`config.mk`:
```
export PLATFORM = sky130hd
export DESIGN_NAME = jcsb_bridge
export DESIGN_NICKNAME = d
export VERILOG_FILES = /design/src/hw/jcsb_pkg.sv /design/src/hw/jcsb_fifo.sv /design/src/hw/jcsb_bridge.sv
export SDC_FILE = /design/constraint.sdc
export NUM_CORES = 1
export LEC_CHECK = 0
export ABC_AREA = 1
export BUFFER_PORTS_ARGS = -buffer_cell sky130_fd_sc_hd__buf_2
export CAP_MARGIN = 20
export CORE_MARGIN = 2
export CORE_UTILIZATION = 55
export CTS_CLUSTER_SIZE = 12
export DETAILED_ROUTE_END_ITERATION = 10
export HOLD_SLACK_MARGIN = 0.05
export MAX_ROUTING_LAYER = met4
export PLACE_DENSITY = 0.72
export SYNTH_ARGS = -nofsm -noshare
export SYNTH_HDL_FRONTEND = slang
export SYNTH_SLANG_ARGS = --single-unit
```
`constraint.sdc`:
```
create_clock -name mclk_in -period 3.8 [get_ports mclk_in]
set_input_delay 0.38 -clock mclk_in [delete_from_list [all_inputs] [get_ports mclk_in]]
set_output_delay 0.38 -clock mclk_in [all_outputs]
set_load 0.01 [all_outputs]
```
`src/hw/jcsb_pkg.sv`:
```
// Package for the character stream bridge: register offsets, field layouts,
// reset values and carrier structs.
// Assumes a single 32-bit AHB-Lite slave port and one clock domain.
package jcsb_pkg;

	// Register byte offsets, one aligned word each.
	localparam logic [4:0] OFF_DATA = 5'h00;
	localparam logic [4:0] OFF_CTRL = 5'h04;
	localparam logic [4:0] OFF_STAT = 5'h08;
	localparam logic [4:0] OFF_CLR = 5'h0c;
	localparam logic [4:0] OFF_IEN = 5'h10;

	// Data register fields.
	localparam int DATA_CHAR_LSB = 0;
	localparam int DATA_VALID_BIT = 15;
	localparam int DATA_AVAIL_LSB = 16;

	// Control register fields.
	localparam int CTRL_SPACE_LSB = 16;

	// Event bit positions, shared by status, clear and enable registers.
	localparam int EV_TX_LOW = 0;
	localparam int EV_RX_HIGH = 1;
	localparam int EV_WIDTH = 2;

	// Reset values.
	localparam logic [1:0] IEN_RESET = 2'h0;
	localparam logic [1:0] STAT_RESET = 2'h0;

	// AHB transfer type and size used to qualify an address phase.
	localparam logic [1:0] HTRANS_NONSEQ = 2'h2;
	localparam logic [2:0] HSIZE_WORD = 3'h2;

	// Link-side character carrier.
	typedef struct packed {
		logic valid;
		logic [7:0] data;
	} jcsb_char_s;

	// Captured address phase.
	typedef struct packed {
		logic write;
		logic [4:0] offset;
	} jcsb_aphase_s;

endpackage : jcsb_pkg

```
`src/hw/jcsb_fifo.sv`:
```
// Synchronous character FIFO with level count.
// Assumes one clock, synchronous active-low reset and callers that never
// push when full or pop when empty.
`timescale 1ns/1ps
module jcsb_fifo #(
	parameter int DEPTH = 64,
	parameter int WIDTH = 8,
	parameter bit USE_REGS = 1'b0
) (
	// Clock and reset.
	input wire logic mclk_in,
	input wire logic rst_n_in,
	// Fill side.
	input wire logic push_in,
	input wire logic [WIDTH-1:0] wdata_in,
	// Drain side.
	input wire logic pop_in,
	output logic [WIDTH-1:0] rdata_out,
	// Occupancy.
	output logic [$clog2(DEPTH):0] count_out
);
	localparam int AW = $clog2(DEPTH);

	logic [AW-1:0] wptr_q;
	logic [AW-1:0] rptr_q;
	logic [AW:0] count_q;
	logic [WIDTH-1:0] mem_q [DEPTH];

	// Storage. USE_REGS also clears every word at reset; otherwise behaviour is identical.
	generate
		if (USE_REGS) begin : g_regs
			always_ff @(posedge mclk_in) begin
				if (!rst_n_in) begin
					for (int i = 0; i < DEPTH; i++) begin
						mem_q[i] <= '0;
					end
				end else if (push_in) begin
					mem_q[wptr_q] <= wdata_in;
				end
			end
		end else begin : g_ram
			always_ff @(posedge mclk_in) begin
				if (push_in) begin
					mem_q[wptr_q] <= wdata_in;
				end
			end
		end
	endgenerate

	// Pointers and count; the head word is shown without a read latency.
	always_ff @(posedge mclk_in) begin
		if (!rst_n_in) begin
			wptr_q <= '0;
			rptr_q <= '0;
			count_q <= '0;
		end else begin
			if (push_in) begin
				wptr_q <= wptr_q + 1'b1;
			end
			if (pop_in) begin
				rptr_q <= rptr_q + 1'b1;
			end
			count_q <= count_q + (AW+1)'(push_in) - (AW+1)'(pop_in);
		end
	end

	assign rdata_out = mem_q[rptr_q];
	assign count_out = count_q;

endmodule : jcsb_fifo

```
`src/hw/jcsb_bridge.sv`:
```
// Character stream bridge between an AHB-Lite slave port and a JTAG hub node.
// Assumes the hub delivers and accepts single characters with valid/ready,
// all on mclk_in; the hub itself multiplexes this node with others.
`timescale 1ns/1ps

// Function
// - Five 32-bit software registers, data, control, status, clear and enable, on a slave port.
// - Each transfer carries one 8-bit character in the data register.
// - Active-high interrupt for pending receive data or transmit space.
// - Transmit FIFO holds bus-written characters until the link drains them.
// - Receive FIFO holds link characters until the bus reads them.
// - Transmit depth is a power of two from 8 to 32768.
// - Receive depth is a power of two from 8 to 32768.
// - Interrupt when transmit fill falls to the transmit threshold.
// - Interrupt when receive free space falls to the receive threshold.
// - Per-FIFO option chooses flip-flops over memory, same behaviour.
// - Link side is one node of a shared multiplexing hub.
// - Simulation only, a string is preloaded into the receive FIFO at reset.
// - Simulation settings reach synthesized logic too; behaviour is unchanged only with SIM_PRELOAD clear or SIM_LEN 0.
module jcsb_bridge #(
	parameter int TX_DEPTH = 64,
	parameter int RX_DEPTH = 64,
	parameter int TX_THRESH = 8,
	parameter int RX_THRESH = 8,
	parameter bit TX_USE_REGS = 1'b0,
	parameter bit RX_USE_REGS = 1'b0,
	parameter bit SIM_PRELOAD = 1'b0,
	parameter int SIM_LEN = 0,
	parameter logic [8*16-1:0] SIM_STRING = '0
) (
	// Clock and reset.
	input wire logic mclk_in,
	input wire logic rst_n_in,
	// AHB-Lite slave port.
	input wire logic hsel_in,
	input wire logic [31:0] haddr_in,
	input wire logic [1:0] htrans_in,
	input wire logic hwrite_in,
	input wire logic [2:0] hsize_in,
	input wire logic [31:0] hwdata_in,
	input wire logic hready_in,
	output logic [31:0] hrdata_out,
	output logic hreadyout_out,
	output logic hresp_out,
	// Hub node, host to device.
	input wire logic link_rx_valid_in,
	input wire logic [7:0] link_rx_data_in,
	output logic link_rx_ready_out,
	// Hub node, device to host.
	output logic link_tx_valid_out,
	output logic [7:0] link_tx_data_out,
	input wire logic link_tx_ready_in,
	// Interrupt.
	output logic irq_out
);
	localparam int TAW = $clog2(TX_DEPTH);
	localparam int RAW = $clog2(RX_DEPTH);

	// Depths are checked at elaboration; an illegal size fails the build.
	if (TX_DEPTH < 8 || TX_DEPTH > 32768 || (TX_DEPTH & (TX_DEPTH - 1)) != 0) begin : g_bad_tx
		$error("transmit depth must be a power of two from 8 to 32768");
	end
	if (RX_DEPTH < 8 || RX_DEPTH > 32768 || (RX_DEPTH & (RX_DEPTH - 1)) != 0) begin : g_bad_rx
		$error("receive depth must be a power of two from 8 to 32768");
	end
	// The preload string holds sixteen characters and must fit the receive FIFO.
	if (SIM_PRELOAD && (SIM_LEN > 16 || SIM_LEN > RX_DEPTH)) begin : g_bad_pre
		$error("preload string longer than its parameter or the receive fifo");
	end

	jcsb_pkg::jcsb_aphase_s ap_q;
	logic ap_valid_q;
	logic [TAW:0] tx_cnt;
	logic [RAW:0] rx_cnt;
	logic [7:0] tx_head;
	logic [7:0] rx_head;
	logic tx_push;
	logic tx_pop;
	logic rx_push;
	logic rx_pop;
	logic [7:0] rx_push_data;
	logic [jcsb_pkg::EV_WIDTH-1:0] stat_q;
	logic [jcsb_pkg::EV_WIDTH-1:0] ien_q;
	logic [jcsb_pkg::EV_WIDTH-1:0] ev_set;
	logic [jcsb_pkg::EV_WIDTH-1:0] ev_clr;
	logic [31:0] rdata_d;
	logic irq_q;
	logic tx_valid_q;
	logic [7:0] tx_data_q;
	logic rx_ready_q;
	logic [$clog2(SIM_LEN+1):0] pre_idx_q;
	logic pre_busy;
	jcsb_pkg::jcsb_char_s rx_in;

	// Address phase capture; every transfer completes with zero wait states.
	always_ff @(posedge mclk_in) begin
		if (!rst_n_in) begin
			ap_valid_q <= 1'b0;
			ap_q <= '0;
		end else if (hready_in) begin
			// Only whole words inside the 32-byte window are decoded; anything else completes
			// as an ignored access, so a stray address can never pop or push a character.
			ap_valid_q <= hsel_in && htrans_in == jcsb_pkg::HTRANS_NONSEQ &&
				hsize_in == jcsb_pkg::HSIZE_WORD && haddr_in[31:5] == 27'h0;
			ap_q.write <= hwrite_in;
			ap_q.offset <= haddr_in[4:0];
		end
	end

	// Offsets compare on the five low address bits; the window test at capture keeps
	// higher words from aliasing onto the registers.
	wire ap_data = ap_valid_q && ap_q.offset == jcsb_pkg::OFF_DATA;
	wire ap_ctrl = ap_valid_q && ap_q.offset == jcsb_pkg::OFF_CTRL;
	wire ap_stat = ap_valid_q && ap_q.offset == jcsb_pkg::OFF_STAT;
	wire ap_clr = ap_valid_q && ap_q.offset == jcsb_pkg::OFF_CLR;
	wire ap_ien = ap_valid_q && ap_q.offset == jcsb_pkg::OFF_IEN;

	// Bus data moves the FIFOs in the data phase; a full or empty FIFO ignores it.
	assign tx_push = ap_data && ap_q.write && tx_cnt != (TAW+1)'(TX_DEPTH);
	assign rx_pop = ap_data && !ap_q.write && rx_cnt != '0;

	// Link drain: one character leaves per accepted handshake.
	assign tx_pop = (!tx_valid_q || link_tx_ready_in) && tx_cnt != '0;

	always_ff @(posedge mclk_in) begin
		if (!rst_n_in) begin
			tx_valid_q <= 1'b0;
			tx_data_q <= '0;
		end else begin
			if (tx_pop) begin
				tx_valid_q <= 1'b1;
				tx_data_q <= tx_head;
			end else if (link_tx_ready_in) begin
				tx_valid_q <= 1'b0;
			end
		end
	end

	// Simulation preload: characters enter before the link is served.
	assign pre_busy = SIM_PRELOAD && 32'(pre_idx_q) < SIM_LEN;

	always_ff @(posedge mclk_in) begin
		if (!rst_n_in) begin
			pre_idx_q <= '0;
		end else if (pre_busy) begin
			pre_idx_q <= pre_idx_q + 1'b1;
		end
	end

	// Link fill; ready is registered so it is held off one entry early.
	always_ff @(posedge mclk_in) begin
		if (!rst_n_in) begin
			rx_ready_q <= 1'b0;
		end else begin
			rx_ready_q <= !pre_busy && rx_cnt < (RAW+1)'(RX_DEPTH - 1);
		end
	end

	always_comb begin
		rx_in.valid = link_rx_valid_in && rx_ready_q;
		rx_in.data = link_rx_data_in;
		if (pre_busy) begin
			rx_in.valid = 1'b1;
			rx_in.data = SIM_STRING[8*32'(pre_idx_q) +: 8];
		end
	end
	assign rx_push = rx_in.valid;
	assign rx_push_data = rx_in.data;

	jcsb_fifo #(.DEPTH(TX_DEPTH), .WIDTH(8), .USE_REGS(TX_USE_REGS)) u_tx_fifo (
		.mclk_in(mclk_in),
		.rst_n_in(rst_n_in),
		.push_in(tx_push),
		.wdata_in(hwdata_in[7:0]),
		.pop_in(tx_pop),
		.rdata_out(tx_head),
		.count_out(tx_cnt)
	);

	jcsb_fifo #(.DEPTH(RX_DEPTH), .WIDTH(8), .USE_REGS(RX_USE_REGS)) u_rx_fifo (
		.mclk_in(mclk_in),
		.rst_n_in(rst_n_in),
		.push_in(rx_push),
		.wdata_in(rx_push_data),
		.pop_in(rx_pop),
		.rdata_out(rx_head),
		.count_out(rx_cnt)
	);

	// Threshold events fire on the crossing edge only, so one burst gives one event.
	always_comb begin
		ev_set = '0;
		ev_set[jcsb_pkg::EV_TX_LOW] = tx_pop && !tx_push && tx_cnt == (TAW+1)'(TX_THRESH + 1);
		ev_set[jcsb_pkg::EV_RX_HIGH] = rx_push && !rx_pop &&
			(RAW+1)'(RX_DEPTH) - rx_cnt == (RAW+1)'(RX_THRESH + 1);
		ev_clr = (ap_clr && ap_q.write) ? hwdata_in[jcsb_pkg::EV_WIDTH-1:0] : '0;
	end

	// Sticky status: a set in the clearing cycle wins.
	always_ff @(posedge mclk_in) begin
		if (!rst_n_in) begin
			stat_q <= jcsb_pkg::STAT_RESET;
		end else begin
			stat_q <= (stat_q & ~ev_clr) | ev_set;
		end
	end

	// Interrupt enable register.
	always_ff @(posedge mclk_in) begin
		if (!rst_n_in) begin
			ien_q <= jcsb_pkg::IEN_RESET;
		end else if (ap_ien && ap_q.write) begin
			ien_q <= hwdata_in[jcsb_pkg::EV_WIDTH-1:0];
		end
	end

	// Level interrupt from a flip-flop, one cycle behind status.
	always_ff @(posedge mclk_in) begin
		if (!rst_n_in) begin
			irq_q <= 1'b0;
		end else begin
			irq_q <= |(stat_q & ien_q);
		end
	end

	// Read mux; data shows the popped character, its valid flag and the remaining count.
	always_comb begin
		rdata_d = '0;
		if (ap_data && !ap_q.write) begin
			rdata_d[jcsb_pkg::DATA_CHAR_LSB +: 8] = rx_cnt != '0 ? rx_head : 8'h00;
			rdata_d[jcsb_pkg::DATA_VALID_BIT] = rx_cnt != '0;
			rdata_d[jcsb_pkg::DATA_AVAIL_LSB +: 16] = 16'(rx_cnt - (RAW+1)'(rx_cnt != '0));
		end else if (ap_ctrl) begin
			rdata_d[jcsb_pkg::CTRL_SPACE_LSB +: 16] = 16'((TAW+1)'(TX_DEPTH) - tx_cnt);
			rdata_d[jcsb_pkg::EV_WIDTH-1:0] = ien_q;
		end else if (ap_stat) begin
			rdata_d[jcsb_pkg::EV_WIDTH-1:0] = stat_q;
		end else if (ap_ien) begin
			rdata_d[jcsb_pkg::EV_WIDTH-1:0] = ien_q;
		end
	end

	// Read data comes straight from the registered address phase, not from a flop of
	// its own: a registered copy would cost a wait state or return stale status after
	// a write in the preceding data phase.

	assign hrdata_out = rdata_d;
	assign hreadyout_out = 1'b1;
	assign hresp_out = 1'b0;
	assign link_tx_valid_out = tx_valid_q;
	assign link_tx_data_out = tx_data_q;
	assign link_rx_ready_out = rx_ready_q;
	assign irq_out = irq_q;

	// Buffer, event, interrupt and link hold guards.
	a_tx_no_overflow: assert property (@(posedge mclk_in) disable iff (!rst_n_in)
		tx_cnt <= (TAW+1)'(TX_DEPTH)) else $error("transmit fifo overflow");
	a_rx_no_overflow: assert property (@(posedge mclk_in) disable iff (!rst_n_in)
		rx_cnt <= (RAW+1)'(RX_DEPTH)) else $error("receive fifo overflow");
	a_tx_event_level: assert property (@(posedge mclk_in) disable iff (!rst_n_in)
		ev_set[jcsb_pkg::EV_TX_LOW] |=> tx_cnt == (TAW+1)'(TX_THRESH) && stat_q[jcsb_pkg::EV_TX_LOW])
		else $error("transmit event not at threshold");
	a_rx_event_level: assert property (@(posedge mclk_in) disable iff (!rst_n_in)
		ev_set[jcsb_pkg::EV_RX_HIGH] |=> (RAW+1)'(RX_DEPTH) - rx_cnt == (RAW+1)'(RX_THRESH))
		else $error("receive event not at threshold");
	a_irq_follows: assert property (@(posedge mclk_in) disable iff (!rst_n_in)
		|(stat_q & ien_q) |=> irq_out) else $error("interrupt missing");
	a_irq_cause: assert property (@(posedge mclk_in) disable iff (!rst_n_in)
		irq_out |-> $past(|(stat_q & ien_q))) else $error("interrupt without cause");
	a_write_pushes: assert property (@(posedge mclk_in) disable iff (!rst_n_in)
		ap_data && ap_q.write && tx_cnt == '0 |=> tx_cnt == 1 || tx_valid_q)
		else $error("data write lost");
	a_read_pops: assert property (@(posedge mclk_in) disable iff (!rst_n_in)
		rx_pop && !rx_push |=> rx_cnt == $past(rx_cnt) - 1'b1) else $error("data read did not pop");
	a_set_wins: assert property (@(posedge mclk_in) disable iff (!rst_n_in)
		ev_set[0] && ev_clr[0] |=> stat_q[0]) else $error("clear beat a new event");
	a_tx_hold: assert property (@(posedge mclk_in) disable iff (!rst_n_in)
		link_tx_valid_out && !link_tx_ready_in |=> link_tx_valid_out && $stable(link_tx_data_out))
		else $error("link character dropped");

	// Link handshake, preload, register and interrupt guards.
	a_rx_slack: assert property (@(posedge mclk_in) disable iff (!rst_n_in)
		rx_cnt >= (RAW+1)'(RX_DEPTH - 1) |=> !link_rx_ready_out) else $error("ready kept near full");
	a_preload_gate: assert property (@(posedge mclk_in) disable iff (!rst_n_in)
		pre_busy |=> !link_rx_ready_out) else $error("link served during preload");
	a_clear_works: assert property (@(posedge mclk_in) disable iff (!rst_n_in)
		ev_clr[jcsb_pkg::EV_RX_HIGH] && !ev_set[jcsb_pkg::EV_RX_HIGH] |=> !stat_q[jcsb_pkg::EV_RX_HIGH])
		else $error("status bit not cleared");
	a_read_zero: assert property (@(posedge mclk_in) disable iff (!rst_n_in)
		!ap_valid_q |-> hrdata_out == 32'h0) else $error("read data outside a transfer");
	a_irq_idle: assert property (@(posedge mclk_in) disable iff (!rst_n_in)
		!(|(stat_q & ien_q)) |=> !irq_out) else $error("interrupt held without cause");
	a_tx_drain: assert property (@(posedge mclk_in) disable iff (!rst_n_in)
		link_tx_valid_out && link_tx_ready_in && tx_cnt == '0 |=> !link_tx_valid_out) else $error("stale link char");
	a_rx_take: assert property (@(posedge mclk_in) disable iff (!rst_n_in)
		rx_push && !rx_pop |=> rx_cnt == $past(rx_cnt) + 1'b1) else $error("link char not stored");
	a_ien_write: assert property (@(posedge mclk_in) disable iff (!rst_n_in)
		ap_ien && ap_q.write |=> ien_q == $past(hwdata_in[jcsb_pkg::EV_WIDTH-1:0]))
		else $error("enable write lost");
	a_tx_load: assert property (@(posedge mclk_in) disable iff (!rst_n_in)
		tx_pop |=> link_tx_valid_out && link_tx_data_out == $past(tx_head))
		else $error("link char not offered");

endmodule : jcsb_bridge

```
==> key figures, run 1 <==
Global route
  • Grt met2 use: 43.1%
  • Maximum number of pins on one net before global-route repair: 145
  • Met3 layer usage reported by global route: 3.76%
  • Number of antenna violations at the first check in global routing: 0
  • Global-route total usage across every layer: 26.0%
  • Remaining global-route overflow: 0
  • First-pass GRT wire length: 165000 um
  • Number of global-route vias before repair: 29000
  • Most utilized layer in the global route result: met2
  • Met1 global-route usage: 32.7%

Timing
  • Unrepaired setup endpoints after global routing: false
  • Layout Skew: 0.0678 ns
  • Post-route minimum period: 3.45 ns
  • Final period util: 90.9%
  • Slew Limit Fails: 0
  • Max Clock Freq: 290 MHz
  • Final hold vios: 0
  • Headroom to the max-slew limit: 24.8%
  • Total setup violations reported at the end of the flow: 0
  • Total negative slack: 0 ns
  • Tightest Pin Transition: 1.13 ns

Clocking
  • TritonCTS clock tree: done
  • Clock insertion delay at the later pin of the skew report: 0.70 ns
  • Deepest level of the CTS H-tree: 3
  • Sink Count: 1090
  • Maximum count of clock buffers along a single path: 3
  • Resized Gates After CTS: 0
  • Clock buffers created by TritonCTS: 109
  • Clock Pin Slew Worst Setup and Hold Paths: 0.06 ns
  • Root buffer cell: sky130_fd_sc_hd__clkbuf_16
  • Post CTS Setup Buffer Count: 0

Placed design
  • Number of buffers added on ports: 95
  • Number of cells after detailed placement: 5130
  • Half-perimeter wire length of the detailed placement result: 64600 um
  • Placer Congestion: 0.907

Yosys
  • Leading cell types by total area after synthesis: sky130_fd_sc_hd__edfxtp_1 (68%), sky130_fd_sc_hd__nand2_1 (12%), sky130_fd_sc_hd__nand3_1 (8.1%)
  • Proportion of netlist area held by the largest area contributor: 67.7%
  • Post-synth top flop: sky130_fd_sc_hd__edfxtp_1
  • Sequential share of the synthesized area: 70.6%
  • Syn Inst Count: 4109
  • Synth area leader: sky130_fd_sc_hd__edfxtp_1
  • Netlist cell types: 38
  • Area of the mapped netlist: 45400 um2
  • Synth Register Bits: 1090
  • Async S/R FF share, synth: 0%
  • EDFF count, synth: 1024
  • Avg Synthesized Cell Area: 11.0 um2
  • Synth warnings: 0

Floorplan
  • Number of I/O pins: 129
  • Number of cell rows: 105
  • Die outline height: 291 um
  • Area of the core region: 81800 um2
  • Initial core utilization: 55.5%
  • Die width: 291 um
  • Full die area: 84900 um2

Hold path
  • Worst hold path cell count: 6
  • Startpoint of the worst hold path: haddr_in[12]
  • Worst Hold End: ap_valid_q
  • Class of the most critical hold timing path: in -> reg

Power and ir drop
  • Total design power: 27400 uW
  • Net switching power figure: 7500 uW
  • Register share of total power: 48.9%
  • Lkg Pwr: 0.0186 uW
  • Switch share: 27.4%
  • Clock share of power: 35.9%
  • Power per cell area: 544 nW/um2
  • Internal power consumption: 19900 uW
  • Power share of the combinational group: 15.2%
  • Worst IR Drop VDD: 0.498 mV

Worst setup path
  • Crit path DAT: 3.07 ns
  • Internal reg-to-reg setup slack: 0.53 ns
  • Type of element capturing the critical path: output pin
  • Length in cells of the worst reg-to-reg path: 20
  • Classification of the worst setup path: reg -> out
  • Crit start category: flop
  • Worst Path Required: 3.42 ns
  • Endpoint of the worst-slack reg-to-reg timing path: u_rx_fifo.count_out[6]
  • Critical path peak fanout: 53
  • FF-to-FF Start: u_rx_fifo.count_out[2]

Outcome
  • Run status: completed

Finish
  • Highest-count cells in the layout ignoring fill and taps: sky130_fd_sc_hd__nand2_1 (1474), sky130_fd_sc_hd__edfxtp_1 (1024), sky130_fd_sc_hd__nand3_1 (738), sky130_fd_sc_hd__nor2_1 (193), sky130_fd_sc_hd__a21oi_1 (114)
  • Total Nets Final: 4301
  • Area added between synthesis and finish: 10.8%
  • N_diodes: 0
  • Commonest non-fill, non-tap cell in the layout: sky130_fd_sc_hd__nand2_1
  • Share of final-layout standard cells stronger than drive strength 1: 8.31%
  • FF/Latch Area: 32100 um2
  • Post-Layout Cell Count: 5332
  • Footprint of the multi-input gates: 11800 um2
  • Filler instances: 6289

Drt
  • Routed len/inst: 20.2 um
  • Routed WL: 108000 um
  • DRT Pass-1 Iters: 6
  • Vias per cell: 5.67
  • Routed Antenna Nets: 0
  • Number of vias in the routed layout: 30200
  • Residual DRC count: 0
  • Iteration-0 DRC Markers: 3060

Job
  • Number of violations of the max-capacitance limit: 0
-- timing repair --
action | in CTS | in global routing
endpoints found under the setup margin | 0 | 0
hold buffers | 6 | 0
hold endpoints to repair | 6 | 0
-- power groups by stage --
stage / Sequential (uW) / Clock (uW) / Combinational [uW]
3_5_place_dp: 13600 / 0 / 4100
4_1_cts: 13400 / 9910 / 4140
2_1_floorplan: 13600 / 0 / 2780
6_report: 13400 / 9820 / 4160
3_3_place_gp: 13600 / 0 / 4040
5_1_grt: 13400 / 10400 / 4630
-- cell families after synthesis --
| logic type | Yosys count | share of synthesized area [%] |
|---|---|---|
| other | 2 | 0.0165 |
| and+or+nand+nor | 2456 | 22.7 |
| buffers and inverters | 347 | 3.46 |
| adders and majority gates | 38 | 1.08 |
| xor gates and xnor gates | 8 | 0.154 |
| DFF | 1090 | 70.6 |
| AOI/OAI and AO/OA | 168 | 1.91 |
-- cell usage after synthesis (7+ instances only) --
cell type                  count
sky130_fd_sc_hd__a21oi_1     114
sky130_fd_sc_hd__buf_1        26
sky130_fd_sc_hd__buf_2       125
sky130_fd_sc_hd__buf_4        30
sky130_fd_sc_hd__clkbuf_1     60
sky130_fd_sc_hd__dfxtp_1      66
sky130_fd_sc_hd__edfxtp_1   1024
sky130_fd_sc_hd__ha_1         36
sky130_fd_sc_hd__inv_1        97
sky130_fd_sc_hd__inv_2         7
sky130_fd_sc_hd__nand2_1    1474
sky130_fd_sc_hd__nand3_1     738
sky130_fd_sc_hd__nand3_2       8
sky130_fd_sc_hd__nor2_1      193
sky130_fd_sc_hd__nor3_1       16
sky130_fd_sc_hd__nor4_1        9
sky130_fd_sc_hd__o21ai_0      42
sky130_fd_sc_hd__xor2_1        7
-- area by class of cell --
type / instances / share of cell area, %
sequential: 1090 / 63.8
clock buffer: 159 / 5.86
tap: 1070 / 2.66
clock inverter: 35 / 0.639
inverter: 106 / 0.816
timing repair buffer: 193 / 2.78
multi-input combinational: 2679 / 23.4
-- layer usage --
layer  vias to the layer above  wire length, um
met2                      1258            54300
met1                     14400            42000
met3                       217             7860
li1                      14300                -
met5                         -                0
met4                         0             3690
-- flip-flops by register name, summed over array words and instances, names as in the netlist, 2 cells and up, named ones only --
register	flops
ap_q	6
ien_q	2
link_tx_data_out	8
stat_q	2
u_rx_fifo.count_out	7
u_rx_fifo.mem_q	512
u_rx_fifo.rptr_q	6
u_rx_fifo.wptr_q	6
u_tx_fifo.count_out	7
u_tx_fifo.mem_q	512
u_tx_fifo.rptr_q	6
u_tx_fifo.wptr_q	6
-- metrics by stage --
step / hold WS, ns / utilization [%] / setup slack [ns] / cell area (um2)
global placement: 0.471 / 57.3 / 0.586 / 46900
global route: 0.0972 / 61.4 / 0.0493 / 50300
CTS: 0.0501 / 61.4 / 0.341 / 50200
finish: 0.0786 / 61.4 / 0.347 / 50300
floorplan: 0.442 / - / 0.909 / 45400
detailed placement: 0.482 / 57.3 / 0.582 / 46900
-- worst max-delay path by stage --
stage	startpoint	endpoint	slack, ns	cells past startpoint
floorplan	u_tx_fifo.count_out[2]	u_tx_fifo.count_out[6]	0.91	19
global placement	u_rx_fifo.count_out[2]	u_rx_fifo.count_out[6]	0.59	20
detailed placement	u_rx_fifo.count_out[2]	u_rx_fifo.count_out[6]	0.58	20
CTS	u_rx_fifo.count_out[3]	hrdata_out[22]	0.34	13
global route	u_rx_fifo.count_out[3]	hrdata_out[22]	0.05	13
finish	flop	hrdata_out[2]	0.35	11
-- worst max-delay path, cell delays in order (launching register included) --
cell and delay (ns):
sky130_fd_sc_hd__dfxtp_4 0.38, sky130_fd_sc_hd__inv_6 0.35, sky130_fd_sc_hd__buf_4 0.43, sky130_fd_sc_hd__nand2_1 0.09, sky130_fd_sc_hd__nand3_1 0.08, sky130_fd_sc_hd__nand3_1 0.10, sky130_fd_sc_hd__nand2_1 0.18, sky130_fd_sc_hd__nand2_1 0.07
sky130_fd_sc_hd__nand3_1 0.10, sky130_fd_sc_hd__nand3_1 0.09, sky130_fd_sc_hd__a21oi_1 0.28, sky130_fd_sc_hd__buf_2 0.19
Note: power is estimated with default switching activity, not from simulation.
==> inputs of run 2 (changes only) <==
--- a/config.mk
+++ b/config.mk
@@ -5,11 +5,12 @@
 export SDC_FILE = /design/constraint.sdc
 export NUM_CORES = 1
 export LEC_CHECK = 0
-export ABC_AREA = 1
+export ABC_AREA = 0
 export BUFFER_PORTS_ARGS = -buffer_cell sky130_fd_sc_hd__buf_2
 export CAP_MARGIN = 20
 export CORE_MARGIN = 2
 export CORE_UTILIZATION = 55
+export CTS_CLUSTER_DIAMETER = 60
 export CTS_CLUSTER_SIZE = 12
 export DETAILED_ROUTE_END_ITERATION = 10
 export HOLD_SLACK_MARGIN = 0.05
==> key figures, run 2 <==
Outcome
  • Run status: finished with violations
  • Violations in the final reports: setup timing

Placed design
  • Number of cells after detailed placement: 3303 (-36%)
  • Number of buffers added on ports: 95 (unchanged)
  • Placer Congestion: 0.846 (-6.7%)
  • Half-perimeter wire length of the detailed placement result: 57800 um (-11%)

Worst setup path
  • Endpoint of the worst-slack reg-to-reg timing path: u_tx_fifo.count_out[6]
  • Worst Path Required: 3.42 ns (about the same)
  • Length in cells of the worst reg-to-reg path: 13 (-35%)
  • Crit path DAT: 3.55 ns (+0.48 ns)
  • Type of element capturing the critical path: output pin
  • Critical path peak fanout: 26 (-51%)
  • FF-to-FF Start: u_tx_fifo.count_out[1]
  • Classification of the worst setup path: reg -> out
  • Internal reg-to-reg setup slack: 0.64 ns (+0.11 ns)
  • Crit start category: flop

Yosys
  • Top-count cell post-synth: sky130_fd_sc_hd__edfxtp_1
  • Leading cell types by total area after synthesis: sky130_fd_sc_hd__edfxtp_1 (71%), sky130_fd_sc_hd__mux4_2 (15%), sky130_fd_sc_hd__dfxtp_1 (3.1%)
  • EDFF count, synth: 1024 (unchanged)
  • Sequential share of the synthesized area: 74.4% (+3.7 points)
  • Post-synth top flop: sky130_fd_sc_hd__edfxtp_1
  • Synth area leader: sky130_fd_sc_hd__edfxtp_1
  • Proportion of netlist area held by the largest area contributor: 71.3% (+3.6 points)
  • Commonest cells in the netlist: sky130_fd_sc_hd__edfxtp_1 (1024), sky130_fd_sc_hd__mux4_2 (278), sky130_fd_sc_hd__nor2_1 (201), sky130_fd_sc_hd__dfxtp_1 (66), sky130_fd_sc_hd__nand2_1 (64)
  • Netlist cell types: 57 (+50%)
  • Avg Synthesized Cell Area: 19.6 um2 (+77%)
  • Synth warnings: 0 (unchanged)
  • Async S/R FF share, synth: 0% (unchanged)
  • Area of the mapped netlist: 43100 um2 (-5.0%)
  • Syn Inst Count: 2200 (-46%)
  • Synth Register Bits: 1090 (unchanged)

Drt
  • Routed WL: 95500 um (-11%)
  • Routed Antenna Nets: 0 (unchanged)
  • DRT Pass-1 Iters: 7 (+1)
  • Iteration-0 DRC Markers: 2303 (-25%)
  • Routed len/inst: 27.3 um (+35%)
  • Residual DRC count: 0 (unchanged)
  • Vias per cell: 6.19 (+9.3%)
  • Number of vias in the routed layout: 21700 (-28%)

Timing
  • Tightest Pin Transition: 1.02 ns (-0.106 ns)
  • Layout Skew: 0.0702 ns (+0.00242 ns)
  • Max Clock Freq: 255 MHz (-12%)
  • Setup WS post-layout: -0.128 ns (-0.474 ns)
  • Total setup violations reported at the end of the flow: 1 (+1)
  • Unrepaired setup endpoints after global routing: true
  • Total negative slack: -0.128 ns (-0.128 ns)
  • Post-route minimum period: 3.93 ns (+0.474 ns)
  • Final period util: 103% (+12 points)
  • Final hold vios: 0 (unchanged)
  • Headroom to the max-slew limit: 31.7% (+6.9 points)
  • Slew Limit Fails: 0 (unchanged)

Clocking
  • Clock buffers created by TritonCTS: 102 (-6.4%)
  • Maximum count of clock buffers along a single path: 3 (unchanged)
  • TritonCTS clock tree: done
  • Clock insertion delay at the later pin of the skew report: 0.69 ns (about the same)
  • Clock Pin Slew Worst Setup and Hold Paths: 0.06 ns (about the same)
  • Sink Count: 1090 (unchanged)
  • Deepest level of the CTS H-tree: 3 (unchanged)
  • Root buffer cell: sky130_fd_sc_hd__clkbuf_16

Floorplan
  • Die width: 284 um (-2.5%)
  • Initial core utilization: 55.6% (+0.10 points)
  • Number of cell rows: 102 (-2.9%)
  • Number of I/O pins: 129 (unchanged)
  • Area of the core region: 77600 um2 (-5.2%)
  • Full die area: 80700 um2 (-5.0%)
  • Die outline height: 284 um (-2.5%)

Hold path
  • Worst Hold End: ap_q[5]
  • Startpoint of the worst hold path: hwrite_in
  • Class of the most critical hold timing path: in -> reg
  • Worst hold path cell count: 3 (-3)

Finish
  • Post-Layout Cell Count: 3505 (-34%)
  • Area added between synthesis and finish: 12.8%
  • Filler instances: 5290 (-16%)
  • N_diodes: 0 (unchanged)
  • Total Nets Final: 2527 (-41%)
  • FF/Latch Area: 32100 um2 (about the same)
  • Footprint of the multi-input gates: 10400 um2 (-12%)
  • Highest-count cells in the layout ignoring fill and taps: sky130_fd_sc_hd__edfxtp_1 (1024), sky130_fd_sc_hd__mux4_2 (278), sky130_fd_sc_hd__nor2_1 (201), sky130_fd_sc_hd__clkbuf_16 (102)
  • Commonest non-fill, non-tap cell in the layout: sky130_fd_sc_hd__edfxtp_1
  • Share of final-layout standard cells stronger than drive strength 1: 25.6% (+17 points)

Global route
  • Number of global-route vias before repair: 22400 (-23%)
  • Number of antenna violations at the first check in global routing: 0 (unchanged)
  • Grt met2 use: 40.5% (-2.6 points)
  • Most utilized layer in the global route result: met2
  • Maximum number of pins on one net before global-route repair: 71 (-51%)
  • Met1 global-route usage: 31.8% (-0.90 points)
  • Remaining global-route overflow: 0 (unchanged)
  • First-pass GRT wire length: 143000 um (-14%)
  • Global-route total usage across every layer: 24.6% (-1.4 points)
  • Met3 layer usage reported by global route: 3.33% (-0.44 points)

Power and ir drop
  • Lkg Pwr: 0.0153 uW (-18%)
  • Power per cell area: 536 nW/um2 (-1.4%)
  • Worst IR Drop VDD: 0.487 mV (-2.2%)

Job
  • Number of violations of the max-capacitance limit: 0 (unchanged)
==> run 2: kinds of logic (layout without fill, tap and decap cells) <==
family                     after synthesis  count (layout)  share of synthesized area [%]
AOI/OAI and AO/OA                      150             150                           2.32
xor gates and xnor gates                36              36                          0.731
adders and majority gates               38              38                           1.14
buffers and inverters                  164             422                           1.78
DFF                                   1090            1090                           74.4
muxes                                  302             302                           15.1
other                                    2               9                         0.0174
and+or+nand+nor                        418             418                           4.55
==> run 2: worst max-delay path by stage <==
stage / endpoint / cells past startpoint
4_1_cts: hrdata_out[0] / 6
3_5_place_dp: hrdata_out[0] / 8
2_1_floorplan: u_tx_fifo.count_out[6] / 17
3_3_place_gp: hrdata_out[0] / 8
5_1_grt: hrdata_out[0] / 6
6_report: hrdata_out[0] / 8
==> run 2: what timing repair did <==
action | in CTS | in global routing
gates resized for setup | 10 | 6
hold buffers | 8 | 1
pin swaps | 1 | 1
endpoints found under the hold margin | 6 | 7
buffers inserted | 10 | 6
endpoints found under the setup margin | 5 | 7
cloned | 3 | 0
==> run 2: metal layers <==
| layer | share of wire [%] | wire length (um) |
|---|---|---|
| met1 | 39 | 36900 |
| met2 | 52 | 49200 |
| met4 | 3.4 | 3220 |
| met3 | 6.5 | 6190 |
| met5 | 0 | 0 |
==> run 2: power breakdown <==
part	internal [uW]	switching [uW]	leakage (uW)
logic	1550	1670	0.00415
clock network	5060	4220	0.00141
registers	13300	327	0.00975
total	19900	6210	0.0153
==> run 2: area by class of cell <==
cell class              instances  area share [%]
clock buffers                 153            5.66
clock inverters                11           0.386
inverters                      34           0.268
multi-input cells             953            21.3
flip-flops and latches       1090            66.0
well taps                    1040            2.68
repair buffers                224            3.73
==> run 2: metrics by stage <==
| step | utilization, % | total power (uW) | cell area [um2] | hold slack, ns | setup slack (ns) |
|---|---|---|---|---|---|
| after floorplan | - | 16000 | 43100 | 0.471 | 0.485 |
| after global placement | 58.1 | 17000 | 45100 | 0.485 | 0.408 |
| after detailed placement | 58.1 | 17000 | 45100 | 0.489 | 0.435 |
| after CTS | 62.3 | 26200 | 48300 | 0.0516 | -0.135 |
| after global routing | 62.7 | 26900 | 48600 | 0.0540 | -0.127 |
| final | 62.7 | 26100 | 48600 | 0.0884 | -0.128 |
==> run 2: worst max-delay path: stages, from the launching register on <==
cell and delay [ns]:
sky130_fd_sc_hd__dfxtp_4 0.47, sky130_fd_sc_hd__buf_4 0.16, sky130_fd_sc_hd__buf_12 0.12, sky130_fd_sc_hd__buf_16 0.22
sky130_fd_sc_hd__mux4_2 0.56, sky130_fd_sc_hd__mux4_2 0.53, sky130_fd_sc_hd__mux2i_1 0.38, sky130_fd_sc_hd__o21ai_1 0.20
sky130_fd_sc_hd__buf_2 0.22
